===== src/logic/fcps_defines.svh =====
/*
  Constants of the configuration port sequencer: clock rate, pin timing,
  register offsets, field positions and reset values.
  Assumes it is included by its bare name after the package is compiled.
*/
`ifndef FCPS_DEFINES_SVH
`define FCPS_DEFINES_SVH

// ----------------------------------------------------------------------
// Timing
// ----------------------------------------------------------------------
`define FCPS_CLK_MHZ          20
`define FCPS_T_CF2ST0_NS      600
`define FCPS_T_STATUS_MIN_US  268
`define FCPS_T_STATUS_MAX_US  1506
`define FCPS_T_CD2UM_MIN_US   175
`define FCPS_T_CD2CU_NS       40
`define FCPS_STARTUP_CYCLES   8576
`define FCPS_DONE_FALLS       2
`define FCPS_POR_CYCLES       2000
`define FCPS_AS_HALF_BASE     8

// ----------------------------------------------------------------------
// Register offsets
// ----------------------------------------------------------------------
`define FCPS_OFS_CTRL         8'h00
`define FCPS_OFS_LEN          8'h04
`define FCPS_OFS_KEY          8'h08
`define FCPS_OFS_STATUS       8'h0C
`define FCPS_OFS_WORDS        8'h10
`define FCPS_OFS_LAST         8'h14

// ----------------------------------------------------------------------
// Control fields and reset values
// ----------------------------------------------------------------------
`define FCPS_CTRL_SCHEME      0
`define FCPS_CTRL_X4          1
`define FCPS_CTRL_RANGE       2
`define FCPS_CTRL_CHAIN       4
`define FCPS_CTRL_USRCLK      5
`define FCPS_CTRL_RATIO       6
`define FCPS_CTRL_WIDTH       10
`define FCPS_CTRL_RST         32'h0000_0100
`define FCPS_LEN_RST          32'h0000_0010
`define FCPS_INITDONE_BIT     0
`define FCPS_AS_READ_CMD      8'h03
`define FCPS_AS_CMD_BITS      4'h8
`define FCPS_RANGE_TOP        2'h3
`define FCPS_WIDTH_X8         2'h0
`define FCPS_WIDTH_X16        2'h1
`define FCPS_WIDTH_X32        2'h2
`define FCPS_HTRANS_NONSEQ    1'b1

`endif


===== src/logic/fcps_pkg.sv =====
/*
  Types of the configuration port sequencer.
  Assumes nothing beyond a SystemVerilog compiler.
*/
package fcps_pkg;

  typedef enum logic [2:0] {
    FCPS_POR,
    FCPS_RESTART,
    FCPS_RELEASE,
    FCPS_LOAD,
    FCPS_FLUSH,
    FCPS_GAP,
    FCPS_INIT,
    FCPS_USER
  } fcps_state_e;

  typedef logic [31:0] fcps_word_t;

endpackage


===== src/logic/fcps_edge_sync.sv =====
/*
  Two-flop synchroniser with a third stage for edge detection.
  Assumes asynchronous inputs; edges are one-cycle pulses on clk.
*/
`timescale 1ns/1ps
module fcps_edge_sync #(
  parameter int Width = 1
) (
  // Clock and reset
  input  wire logic             clk,
  input  wire logic             reset_n,
  // Asynchronous side
  input  wire logic [Width-1:0] asyncIn,
  // Synchronised side
  output logic      [Width-1:0] syncOut,
  output logic      [Width-1:0] rise,
  output logic      [Width-1:0] fall
);

  logic [Width-1:0] meta_reg;
  logic [Width-1:0] sync_reg;
  logic [Width-1:0] last_reg;

  always_ff @(posedge clk or negedge reset_n) begin
    if (!reset_n) begin
      meta_reg <= '0;
      sync_reg <= '0;
      last_reg <= '0;
    end else begin
      meta_reg <= asyncIn;
      sync_reg <= meta_reg;
      last_reg <= sync_reg;
    end
  end

  assign syncOut = sync_reg;
  assign rise    = sync_reg & ~last_reg;
  assign fall    = ~sync_reg & last_reg;

endmodule // fcps_edge_sync


===== src/logic/fcps_sequencer.sv =====
/*
  Configuration port sequencer: restart handshake, parallel passive and
  active serial loading, done flush, initialization and user mode entry,
  with an AHB-Lite register slave.
  Assumes pins arrive asynchronously to clk at 20 MHz.
// How it works
// - Request low in user mode restarts loading
// - Health held low during power-on delay
// - Load-complete low until stream complete
// - Request low drives both outputs low quickly
// - Health low pulse lasts 268 to 1506 us
// - Health released within 1506 us of request
// - Passive word captured on config clock rise
// - Load-complete rises only after whole stream
// - Startup-done driven low once option loaded
// - Oscillator init lasts 175 to 437 us
// - Startup clock enabled late, 8576 cycles
// - Init clock: oscillator or startup clock
// - Active serial clock has four ranges
// - No fastest range in device chains
// - Four-bit mode takes four bits per cycle
// - Command changes after fall, data sampled there
// - Extra ratio cycles decrypt each word
// - Wide parallel ratio is four or eight
*/
`timescale 1ns/1ps
`include "fcps_defines.svh"
module fcps_sequencer import fcps_pkg::*; #(
  parameter int unsigned PorCyc     = `FCPS_POR_CYCLES,
  parameter int unsigned HealthCyc  = `FCPS_T_STATUS_MIN_US * `FCPS_CLK_MHZ,
  parameter int unsigned MaxHealth  = `FCPS_T_STATUS_MAX_US * `FCPS_CLK_MHZ,
  parameter int unsigned StartupCyc = `FCPS_STARTUP_CYCLES
) (
  // Clock and reset
  input  wire logic        clk,
  input  wire logic        reset_n,
  // AHB-Lite slave
  input  wire logic        hsel,
  input  wire logic [31:0] haddr,
  input  wire logic [1:0]  htrans,
  input  wire logic        hwrite,
  input  wire logic [2:0]  hsize,
  input  wire logic [31:0] hwdata,
  input  wire logic        hready,
  output logic             hreadyout,
  output logic             hresp,
  output logic      [31:0] hrdata,
  // Configuration handshake pins
  input  wire logic        cfgRequest_n,
  input  wire logic        healthIn,
  output logic             cfgHealth,
  output logic             loadComplete,
  output logic             startupDone,
  output logic             startupDoneOe,
  // Configuration clock and data
  input  wire logic        config_clock_in,
  output logic             config_clock_out,
  output logic             config_clock_oe,
  input  wire logic [31:0] parallelData,
  input  wire logic [3:0]  serial_flash_data,
  output logic             serial_flash_cmd_out,
  input  wire logic        user_startup_clock
);

  localparam int ReqToLowCyc = `FCPS_T_CF2ST0_NS * `FCPS_CLK_MHZ / 1000;
  localparam int unsigned InitCyc = `FCPS_T_CD2UM_MIN_US * `FCPS_CLK_MHZ;
  localparam int unsigned Cd2CuCyc = (`FCPS_T_CD2CU_NS * `FCPS_CLK_MHZ + 999) / 1000;

  // ----------------------------------------------------------------------
  // Pin synchronisers
  // ----------------------------------------------------------------------
  logic [3:0]  pinSync, pinRise, pinFall;
  logic [35:0] busSync;

  fcps_edge_sync #(.Width(4)) uPins (
    .clk     (clk),
    .reset_n (reset_n),
    .asyncIn ({user_startup_clock, healthIn, cfgRequest_n, config_clock_in}),
    .syncOut (pinSync),
    .rise    (pinRise),
    .fall    (pinFall)
  );

  fcps_edge_sync #(.Width(36)) uData (
    .clk     (clk),
    .reset_n (reset_n),
    .asyncIn ({serial_flash_data, parallelData}),
    .syncOut (busSync),
    .rise    (),
    .fall    ()
  );

  logic reqSync;
  assign reqSync = pinSync[1];

  // ----------------------------------------------------------------------
  // Register slave
  // ----------------------------------------------------------------------
  fcps_word_t ctrl_reg, ctrl_next, len_reg, len_next, key_reg, key_next;
  fcps_word_t hrdata_reg, hrdata_next;
  logic       wrPend_reg, wrPend_next;
  logic [7:0] wrAddr_reg, wrAddr_next;
  fcps_state_e state_reg, state_next;
  fcps_word_t wordCount_reg, wordCount_next, lastWord_reg, lastWord_next;
  logic       health_reg, health_next, done_reg, done_next;
  logic       startDone_reg, startDone_next, initDoneEn_reg, initDoneEn_next;

  logic addrPhase;
  assign addrPhase = hsel && hready && (htrans[1] == `FCPS_HTRANS_NONSEQ);

  always_comb begin
    ctrl_next   = ctrl_reg;
    len_next    = len_reg;
    key_next    = key_reg;
    wrPend_next = addrPhase && hwrite;
    wrAddr_next = haddr[7:0];
    hrdata_next = hrdata_reg;
    if (wrPend_reg) begin
      case (wrAddr_reg)
        `FCPS_OFS_CTRL: ctrl_next = hwdata;
        `FCPS_OFS_LEN:  len_next  = hwdata;
        `FCPS_OFS_KEY:  key_next  = hwdata;
        default: ;
      endcase
    end
    if (addrPhase && !hwrite) begin
      case (haddr[7:0])
        `FCPS_OFS_CTRL:   hrdata_next = ctrl_reg;
        `FCPS_OFS_LEN:    hrdata_next = len_reg;
        `FCPS_OFS_KEY:    hrdata_next = key_reg;
        `FCPS_OFS_STATUS: hrdata_next = {26'h0, startDone_reg, done_reg, health_reg,
                                         state_reg};
        `FCPS_OFS_WORDS:  hrdata_next = wordCount_reg;
        `FCPS_OFS_LAST:   hrdata_next = lastWord_reg;
        default:          hrdata_next = 32'h0000_0000;
      endcase
    end
  end

  always_ff @(posedge clk or negedge reset_n) begin
    if (!reset_n) begin
      ctrl_reg   <= `FCPS_CTRL_RST;
      len_reg    <= `FCPS_LEN_RST;
      key_reg    <= 32'h0000_0000;
      wrPend_reg <= 1'b0;
      wrAddr_reg <= 8'h00;
      hrdata_reg <= 32'h0000_0000;
    end else begin
      ctrl_reg   <= ctrl_next;
      len_reg    <= len_next;
      key_reg    <= key_next;
      wrPend_reg <= wrPend_next;
      wrAddr_reg <= wrAddr_next;
      hrdata_reg <= hrdata_next;
    end
  end

  assign hreadyout = 1'b1;
  assign hresp     = 1'b0;
  assign hrdata    = hrdata_reg;

  // ----------------------------------------------------------------------
  // Mode decoding
  // ----------------------------------------------------------------------
  logic       activeSerial, serialX4, chainMode, useUsrClk;
  logic [1:0] parWidth, asRange;
  logic [3:0] ratio;

  function automatic logic [3:0] effRatio(input logic [1:0] w, input logic [3:0] r);
    if (w == `FCPS_WIDTH_X32)
      effRatio = (r > 4'h4) ? 4'h8 : 4'h4;
    else
      effRatio = (r == 4'h0) ? 4'h1 : r;
  endfunction

  function automatic fcps_word_t maskWidth(input logic [1:0] w, input fcps_word_t d);
    case (w)
      `FCPS_WIDTH_X8:  maskWidth = {24'h0, d[7:0]};
      `FCPS_WIDTH_X16: maskWidth = {16'h0, d[15:0]};
      default:         maskWidth = d;
    endcase
  endfunction

  assign activeSerial = ctrl_reg[`FCPS_CTRL_SCHEME];
  assign serialX4     = ctrl_reg[`FCPS_CTRL_X4];
  assign chainMode    = ctrl_reg[`FCPS_CTRL_CHAIN];
  assign useUsrClk    = ctrl_reg[`FCPS_CTRL_USRCLK];
  assign parWidth     = ctrl_reg[`FCPS_CTRL_WIDTH +: 2];
  assign ratio        = effRatio(parWidth, ctrl_reg[`FCPS_CTRL_RATIO +: 4]);
  assign asRange      = (chainMode && ctrl_reg[`FCPS_CTRL_RANGE +: 2] == `FCPS_RANGE_TOP)
                        ? 2'h2 : ctrl_reg[`FCPS_CTRL_RANGE +: 2];

  // ----------------------------------------------------------------------
  // Sequencer
  // ----------------------------------------------------------------------
  fcps_word_t cnt_reg, cnt_next, word_reg, word_next;
  logic [3:0] phase_reg, phase_next;
  logic [7:0] cmd_reg, cmd_next, div_reg, div_next;
  logic       asClk_reg, asClk_next, cmdOut_reg, cmdOut_next;
  logic       cfgRise, cfgFall;

  assign cfgRise = activeSerial ? 1'b0 : pinRise[0];
  assign cfgFall = activeSerial ? (asClk_reg && div_reg == 8'h00) : pinFall[0];

  always_comb begin
    fcps_word_t w;
    logic       fin;
    w               = word_reg;
    fin             = 1'b0;
    state_next      = state_reg;
    cnt_next        = cnt_reg + 32'h1;
    word_next       = word_reg;
    phase_next      = phase_reg;
    cmd_next        = cmd_reg;
    div_next        = div_reg;
    asClk_next      = asClk_reg;
    cmdOut_next     = cmdOut_reg;
    wordCount_next  = wordCount_reg;
    lastWord_next   = lastWord_reg;
    health_next     = health_reg;
    done_next       = done_reg;
    startDone_next  = startDone_reg;
    initDoneEn_next = initDoneEn_reg;
    // Device-made serial clock, half period halves per range
    if (activeSerial && (state_reg == FCPS_LOAD || state_reg == FCPS_FLUSH)) begin
      if (div_reg == 8'h00) begin
        div_next   = 8'(`FCPS_AS_HALF_BASE >> asRange) - 8'h1;
        asClk_next = !asClk_reg;
      end else begin
        div_next = div_reg - 8'h1;
      end
    end else begin
      asClk_next = 1'b0;
      div_next   = 8'h00;
    end
    case (state_reg)
      FCPS_POR: begin
        health_next = 1'b0;
        done_next   = 1'b0;
        if (cnt_reg >= PorCyc) begin
          state_next  = FCPS_LOAD;
          health_next = 1'b1;
          cnt_next    = '0;
        end
      end
      FCPS_RESTART: begin
        cnt_next = '0;
        if (reqSync)
          state_next = FCPS_RELEASE;
      end
      FCPS_RELEASE: begin
        if (cnt_reg >= HealthCyc - 1)
          health_next = 1'b1;
        if (health_reg && pinSync[2]) begin
          state_next = FCPS_LOAD;
          cnt_next   = '0;
        end
      end
      FCPS_LOAD: begin
        cnt_next = cnt_reg;
        if (!activeSerial && cfgRise) begin
          w = (phase_reg == 4'h0) ? maskWidth(parWidth, busSync[31:0])
              : ({word_reg[30:0], word_reg[31]} ^ key_reg);
          word_next = w;
          if (phase_reg == ratio - 4'h1) begin
            fin        = 1'b1;
            phase_next = 4'h0;
          end else begin
            phase_next = phase_reg + 4'h1;
          end
        end
        if (activeSerial && cfgFall) begin
          if (phase_reg < `FCPS_AS_CMD_BITS) begin
            cmdOut_next = cmd_reg[7];
            cmd_next    = {cmd_reg[6:0], 1'b0};
            phase_next  = phase_reg + 4'h1;
          end else begin
            w = serialX4 ? {word_reg[27:0], busSync[35:32]}
                : {word_reg[30:0], busSync[32]};
            word_next = w;
            cnt_next  = cnt_reg + (serialX4 ? 32'h4 : 32'h1);
            if (cnt_next == 32'd32) begin
              fin      = 1'b1;
              cnt_next = '0;
            end
          end
        end
        if (fin) begin
          lastWord_next  = w;
          wordCount_next = wordCount_reg + 32'h1;
          if (wordCount_reg == 32'h0)
            initDoneEn_next = w[`FCPS_INITDONE_BIT];
          if (wordCount_next == len_reg) begin
            done_next  = 1'b1;
            state_next = FCPS_FLUSH;
            cnt_next   = '0;
          end
        end
      end
      FCPS_FLUSH: begin
        cnt_next = cnt_reg;
        if (cfgFall)
          cnt_next = cnt_reg + 32'h1;
        if (cnt_next == `FCPS_DONE_FALLS) begin
          state_next = useUsrClk ? FCPS_GAP : FCPS_INIT;
          cnt_next   = '0;
        end
      end
      FCPS_GAP: begin
        if (cnt_reg >= Cd2CuCyc - 1) begin
          state_next = FCPS_INIT;
          cnt_next   = '0;
        end
      end
      FCPS_INIT: begin
        if (useUsrClk)
          cnt_next = pinRise[3] ? cnt_reg + 32'h1 : cnt_reg;
        if ((useUsrClk && cnt_next >= StartupCyc) || (!useUsrClk && cnt_next >= InitCyc)) begin
          state_next     = FCPS_USER;
          startDone_next = 1'b1;
        end
      end
      FCPS_USER: cnt_next = '0;
      default:   state_next = FCPS_POR;
    endcase
    if (state_next == FCPS_LOAD && state_reg != FCPS_LOAD) begin
      word_next      = '0;
      phase_next     = 4'h0;
      cmd_next       = `FCPS_AS_READ_CMD;
      wordCount_next = '0;
      startDone_next = 1'b0;
    end
    if (!reqSync && state_reg != FCPS_POR) begin
      state_next      = FCPS_RESTART;
      health_next     = 1'b0;
      done_next       = 1'b0;
      startDone_next  = 1'b0;
      initDoneEn_next = 1'b0;
      cnt_next        = '0;
    end
  end

  always_ff @(posedge clk or negedge reset_n) begin
    if (!reset_n) begin
      state_reg      <= FCPS_POR;
      cnt_reg        <= '0;
      word_reg       <= '0;
      phase_reg      <= 4'h0;
      cmd_reg        <= `FCPS_AS_READ_CMD;
      div_reg        <= 8'h00;
      asClk_reg      <= 1'b0;
      cmdOut_reg     <= 1'b0;
      wordCount_reg  <= '0;
      lastWord_reg   <= '0;
      health_reg     <= 1'b0;
      done_reg       <= 1'b0;
      startDone_reg  <= 1'b0;
      initDoneEn_reg <= 1'b0;
    end else begin
      state_reg      <= state_next;
      cnt_reg        <= cnt_next;
      word_reg       <= word_next;
      phase_reg      <= phase_next;
      cmd_reg        <= cmd_next;
      div_reg        <= div_next;
      asClk_reg      <= asClk_next;
      cmdOut_reg     <= cmdOut_next;
      wordCount_reg  <= wordCount_next;
      lastWord_reg   <= lastWord_next;
      health_reg     <= health_next;
      done_reg       <= done_next;
      startDone_reg  <= startDone_next;
      initDoneEn_reg <= initDoneEn_next;
    end
  end

  assign cfgHealth            = health_reg;
  assign loadComplete         = done_reg;
  assign startupDone          = startDone_reg;
  assign startupDoneOe        = initDoneEn_reg;
  assign config_clock_out     = asClk_reg;
  assign config_clock_oe      = activeSerial;
  assign serial_flash_cmd_out = cmdOut_reg;

  // ----------------------------------------------------------------------
  // Checks
  // ----------------------------------------------------------------------
  // Cycles with health low since the request line was released
  fcps_word_t lowCnt_reg;
  always_ff @(posedge clk or negedge reset_n) begin
    if (!reset_n)
      lowCnt_reg <= '0;
    else
      lowCnt_reg <= (health_reg || state_reg == FCPS_RESTART) ? '0 : lowCnt_reg + 32'h1;
  end
endmodule // fcps_sequencer


===== config.mk =====
export PLATFORM = sky130hd
export DESIGN_NAME = fcps_sequencer
export DESIGN_NICKNAME = d
export VERILOG_FILES = /design/src/logic/fcps_pkg.sv /design/src/logic/fcps_edge_sync.sv /design/src/logic/fcps_sequencer.sv
export VERILOG_INCLUDE_DIRS = /design/src /design/src/logic
export SDC_FILE = /design/constraint.sdc
export NUM_CORES = 1
export LEC_CHECK = 0
export BUFFER_PORTS_ARGS = -buffer_cell sky130_fd_sc_hd__buf_2
export CORE_MARGIN = 2
export CORE_UTILIZATION = 30
export DETAILED_ROUTE_END_ITERATION = 8
export PLACE_DENSITY = 0.56
export SLEW_MARGIN = 20
export SYNTH_ARGS = -nofsm -noshare
export SYNTH_HDL_FRONTEND = slang
export SYNTH_HIERARCHICAL = 1
export SYNTH_SLANG_ARGS = --single-unit

===== constraint.sdc =====
create_clock -name clk -period 4.3 [get_ports clk]
set_input_delay 0.86 -clock clk [delete_from_list [all_inputs] [get_ports clk]]
set_output_delay 0.86 -clock clk [all_outputs]
set_load 0.02 [all_outputs]

==> flow_summary.json, run 1 <==
{
  "clkSinkCount": 376,
  "clk_pin_slew_ns": 0.06,
  "maxCapViolations": 0,
  "crit_slowest_cell": "a2111oi_1",
  "finalHoldViolations": 0,
  "io_pins": 155,
  "grt_max_degree": 100,
  "ant_nets": 0,
  "numCtsBuffers": 43,
  "drive_above_1_share": 0.1917,
  "path_class": "reg2reg",
  "timing.setup.tns_ns": 0,
  "core_area_sq_mm": 0.07445,
  "syn_inst": 2572,
  "num-nets-final": 2829,
  "hp-class": "in2async",
  "seqPwrFrac": 0.465,
  "synth_area_sq_mm": 0.02259,
  "grt_pass1_wl_mm": 128.0,
  "die_area_sq_mm": 0.07751,
  "drc": 0,
  "slew_viol_final": 0,
  "stdcell_area_sq_mm": 0.02665,
  "irDropWorstVdd_mv": 0.2553,
  "firstDrtPassIters": 7,
  "skew_ns": 0.02936,
  "area_growth_pct": 17.97,
  "p_switching_mw": 1.950,
  "syn_area_per_cell_sq_um": 8.783,
  "cts_max_path_buffers": 3,
  "track_usage": 0.2141,
  "path_buf_inv": 2,
  "postCtsHoldBufs": 0,
  "rr_worst_depth": 11,
  "die_width_um": 278.4,
  "crit_chain": "nand4_2 -> nor4_4 -> nand2_1 -> or4_1 -> a2111oi_1 -> buf_4 -> nand3_1 -> a2bb2oi_2 -> o211ai_2 -> buf_12 -> o21ai_0",
  "overflow": 0,
  "arrival_ns": 4.54,
  "setup_viol": 0,
  "rows": 100,
  "ctsRootBufferMaster": "clkbuf_16",
  "r2r_slack_ns": 0.27,
  "clockPowerShare": 0.487,
  "placed_area_sq_mm": 0.02515,
  "fin_crit_sh": 0.9381,
  "p_leak_nw": 10.76,
  "start_util": 0.3034,
  "critPathCaptureType": "flip-flop",
  "holdWs_ns": 0.3197,
  "worst_pin_slew_ns": 1.136,
  "grt_pass1_vias": 19630,
  "slew_headroom": 0.2391,
  "rsz0062_at_grt": "false",
  "worstSetupStartpointType": "flip-flop",
  "ctsResizeCount": 0,
  "cts_tree": "yes",
  "crit-reg2reg-launch": "wordCount_reg[5]",
  "vias_per_cell": 5.678,
  "p_int_mw": 5.976,
  "critPathRequiredTime_ns": 4.80,
  "num_vias": 21060,
  "port_buffers": 124,
  "dp_hpwl_mm": 61.72,
  "p_sw_frac": 0.2460,
  "wl_per_cell_um": 22.85,
  "syn_nets": 2697,
  "power_frac_comb": 0.048,
  "yosysWarnings": 6,
  "die_h_um": 278.4,
  "status": "finished, final reports clean",
  "max_stage_delay_ns": 0.66,
  "globalplace.congestion": 0.9891,
  "drt-initial-drc-count": 2500,
  "fmax_mhz": 247.9,
  "crit_path_max_fanout": 33,
  "wl_mm": 84.74,
  "cts_setup_buffers": 0,
  "clock_latency_ns": 0.60,
  "crit_family": "simple AND/OR/NAND/NOR gates",
  "reg2reg_to": "word_reg[1]",
  "cts_max_level": 2,
  "antenna_found_initial": 15,
  "cellPowerDensity_mw_per_mm2": 297.4,
  "period_needed_ns": 4.034
}
worst register-to-register path, cell delays in order, from the launching register on:
cell and delay, ns:
dfrtp_1 0.52, nand4_2 0.34, nor4_4 0.51, nand2_1 0.14
or4_1 0.53, a2111oi_1 0.66, buf_4 0.25, nand3_1 0.11
a2bb2oi_2 0.23, o211ai_2 0.21, buf_12 0.25, o21ai_0 0.18
placed cells by master, fill, tap and decap left out, types with 52 or more instances in the layout:
| cell type | count |
|---|---|
| buf_2 | 123 |
| a21oi_1 | 154 |
| xnor2_1 | 120 |
| mux2_2 | 98 |
| nand3_1 | 59 |
| nand4_1 | 52 |
| o21ai_0 | 192 |
| nor2_1 | 222 |
| mux2i_1 | 75 |
| nor3_1 | 53 |
| xor2_1 | 53 |
| dfrtp_1 | 370 |
| buf_4 | 180 |
| nand2_1 | 306 |
per-stage QoR:
stage	power [mW]	instances	setup slack, ns	utilization
after CTS	8.019	3707	0.2040	0.3577
after detailed placement	4.129	3628	0.2354	0.3378
after global placement	4.124	3628	0.2638	0.3378
after global routing	8.213	3708	0.08395	0.3579
final	7.926	3709	0.2662	0.3580
after floorplan	3.888	2572	0.2695	-
per-layer routing:
layer | vias up | GRT usage | routed length [um]
met1 | 10320 | 0.3200 | 39360
met5 | - | 0 | 160
met3 | 171 | 0.05222 | 7865
li1 | 9616 | - | -
met4 | 24 | 0.06473 | 2517
met2 | 927 | 0.3008 | 34840
worst max-delay path by stage:
stage	from	end	slack, ns	depth (start not counted)
after floorplan	ctrl_reg[1]	state_reg[0]	0.27	15
after global placement	ctrl_reg[1]	wordCount_reg[29]	0.26	15
after detailed placement	ctrl_reg[1]	wordCount_reg[29]	0.24	15
after CTS	ctrl_reg[1]	wordCount_reg[29]	0.20	15
after global routing	wordCount_reg[1]	word_reg[1]	0.08	12
final	wordCount_reg[5]	word_reg[1]	0.27	11
area by class of cell:
class | instances | area [sq um]
inverters | 25 | 93.84
clock buffers | 60 | 1240
repair buffers | 313 | 2162
diodes | 2 | 5.005
flip-flops and latches | 376 | 9417
clock inverters | 19 | 242.7
fillers | 7567 | 47800
multi-input cells | 1945 | 12280
well taps | 969 | 1212
power by group through the flow:
stage,Combinational (mW),Clock [mW],Sequential [mW]
detailed placement,0.381,0,3.75
CTS,0.383,3.95,3.68
floorplan,0.173,0,3.71
global placement,0.378,0,3.75
global route,0.418,4.10,3.69
finish,0.379,3.86,3.69
Note: power is estimated with default switching activity, not from simulation.
==> run 2, diff against run 1 <==
--- a/config.mk
+++ b/config.mk
@@ -10,6 +10,7 @@
 export CORE_MARGIN = 2
 export CORE_UTILIZATION = 30
 export DETAILED_ROUTE_END_ITERATION = 8
+export GPL_TIMING_DRIVEN = 0
 export PLACE_DENSITY = 0.56
 export SLEW_MARGIN = 20
 export SYNTH_ARGS = -nofsm -noshare
==> constraint.sdc (replaced) <==
create_clock -name clk -period 4.3 [get_ports clk]
set_input_delay 0.86 -clock clk [delete_from_list [all_inputs] [get_ports clk]]
set_output_delay 0.86 -clock clk [all_outputs]
set_load 0.01 [all_outputs]
==> run 2 against run 1 <==
Effect of this change:
- sequential cell count stayed put
- sequential share of layout area decreased by 0.12 points
- utilization increased by 0.12 points
- global-route usage is 2.3 points higher
- largest power group unchanged
- critical endpoint is now state_reg[0]
- clock-buffer cell count is 3 lower
==> flow_summary.json, run 2 (same netlist as run 1, synthesis figures left out) <==
{
  "maxCapViolations": 0,
  "drive_above_1_share": 0.1599,
  "wl_mm": 93.82,
  "n_antenna_cell": 0,
  "vias_per_cell": 5.759,
  "path_class": "reg2reg",
  "dp_slack_ns": -2.362,
  "finalHoldViolations": 0,
  "clk_pin_slew_ns": 0.07,
  "die_area_sq_mm": 0.07751,
  "track_usage": 0.2368,
  "stdcell_area_sq_mm": 0.02674,
  "holdWs_ns": 0.1391,
  "start_util": 0.3034,
  "fin_crit_sh": 0.9871,
  "timing.setup.tns_ns": 0,
  "fmax_mhz": 235.6,
  "crit_slowest_cell": "or4_1",
  "final_common_cell": "dfrtp_1",
  "critPathCaptureType": "flip-flop",
  "grt_pass1_vias": 20500,
  "num_vias": 21680,
  "period_needed_ns": 4.245,
  "dp_hpwl_mm": 70.86,
  "wl_per_cell_um": 24.92,
  "cts_max_level": 2,
  "clock_latency_ns": 0.60,
  "final_cell_mix": "370 x dfrtp_1, 303 x nand2_1, 220 x nor2_1",
  "ant_nets": 0,
  "worstSetupStartpointType": "flip-flop",
  "placed_area_sq_mm": 0.02459,
  "io_pins": 155,
  "clkSinkCount": 376,
  "die_width_um": 278.4,
  "path_buf_inv": 2,
  "overflow": 0,
  "critPathRequiredTime_ns": 4.75,
  "skew_ns": 0.02564,
  "cts_max_path_buffers": 3,
  "ctsRootBufferMaster": "clkbuf_16",
  "cellPowerDensity_mw_per_mm2": 302.6,
  "p_leak_nw": 10.57,
  "arrival_ns": 4.70,
  "postCtsHoldBufs": 0,
  "globalplace.congestion": 1.002,
  "hp-class": "in2async",
  "crit_path_max_fanout": 10,
  "cts_tree": "yes",
  "numCtsBuffers": 44,
  "num-nets-final": 2888,
  "core_area_sq_mm": 0.07445,
  "grt_max_degree": 96,
  "area_growth_pct": 18.36,
  "grt_pass1_wl_mm": 138.0,
  "drt-initial-drc-count": 2631,
  "antenna_found_initial": 10,
  "slew_headroom": 0.2291,
  "max_stage_delay_ns": 0.66,
  "worst_pin_slew_ns": 1.147,
  "setup_viol": 0,
  "rows": 100,
  "drc": 0,
  "fin_ws_ns": 0.05544,
  "die_h_um": 278.4,
  "slew_viol_final": 0,
  "crit_chain": "clkbuf_1 -> nand4_1 -> or4_1 -> nor4b_1 -> xnor2_1 -> o2111ai_1 -> nor4_4 -> o211a_1 -> o211ai_4 -> buf_2 -> o21bai_1",
  "port_buffers": 124,
  "irDropWorstVdd_mv": 0.2110,
  "fillers": 7684,
  "status": "finished, final reports clean",
  "rsz0062_at_grt": "true",
  "firstDrtPassIters": 8,
  "crit_family": "simple AND/OR/NAND/NOR gates"
}
## run 2: changes by cell type in the layout (fill, tap and decap cells not counted), moves of 9 or more
cell and delta:
buf_12 -9, buf_4 -156, nor4_1 -14, buf_1 +23, clkbuf_1 +146, nor4_4 +9
buf_2 +24, clkbuf_2 +18
## run 2: worst register-to-register path, stage by stage (launching register included)
cell and delay, ns:
dfrtp_1 0.32, clkbuf_1 0.43, nand4_1 0.35, or4_1 0.66, nor4b_1 0.43, xnor2_1 0.22
o2111ai_1 0.23, nor4_4 0.46, o211a_1 0.31, o211ai_4 0.19, buf_2 0.31, o21bai_1 0.20
## run 2: area by class of cell
cell class                 instances  area (sq um)  area share
buffer                           218         963.4     0.03603
timing repair buffer             153         950.9     0.03557
tap                              969          1212     0.04535
inverter                          25         93.84    0.003510
clock inverter                    22         319.1     0.01193
multi-input combinational       1945         12590      0.4709
clock buffer                      57          1191     0.04455
sequential                       376          9417      0.3522
## run 2: worst paths after layout
check / from / to / slack (ns) / cells past startpoint
max: cnt_reg[16] / state_reg[0] / 0.06 / 11
min: reset_n / cnt_reg[23] / 0.14 / 1
max reg2reg: cnt_reg[16] / state_reg[0] / 0.06 / 11
min reg2reg: uData/meta_reg[23] / uData/syncOut[23] / 0.34 / 0
max in group asynchronous: reset_n / lastWord_reg[25] / 2.56 / 4
min in group clk: uData/meta_reg[23] / uData/syncOut[23] / 0.34 / 0
## run 2: power breakdown
part	leakage, nW	total [mW]	switching (mW)	internal [mW]
combinational	5.00	0.406	0.269	0.136
clock	0.720	3.99	1.65	2.34
sequential	4.86	3.69	0.0756	3.62
total	10.6	8.09	2.00	6.10
## run 2: metrics by stage
step	std cells	util	power [mW]
after floorplan	2572	-	3.887
after global routing	3765	0.3591	8.332
after CTS	3759	0.3561	8.167
after global placement	3665	0.3281	4.138
after detailed placement	3671	0.3303	4.150
final	3765	0.3591	8.092
## run 2: timing repair
action	in CTS	in global routing
setup endpoints to repair	138	110
buffers inserted	11	10
cloned	1	1
gates resized for setup	77	46
pin swaps	6	13
## run 2: per-layer routing
metal / share of wire / up-vias / wire length [um] / global-route usage
met5: 0.0013 / - / 126 / 0
met4: 0.046 / 20 / 4347 / 0.09771
met3: 0.098 / 249 / 9186 / 0.06615
met2: 0.41 / 1052 / 38500 / 0.3392
met1: 0.44 / 10620 / 41660 / 0.3332
li1: - / 9744 / - / -
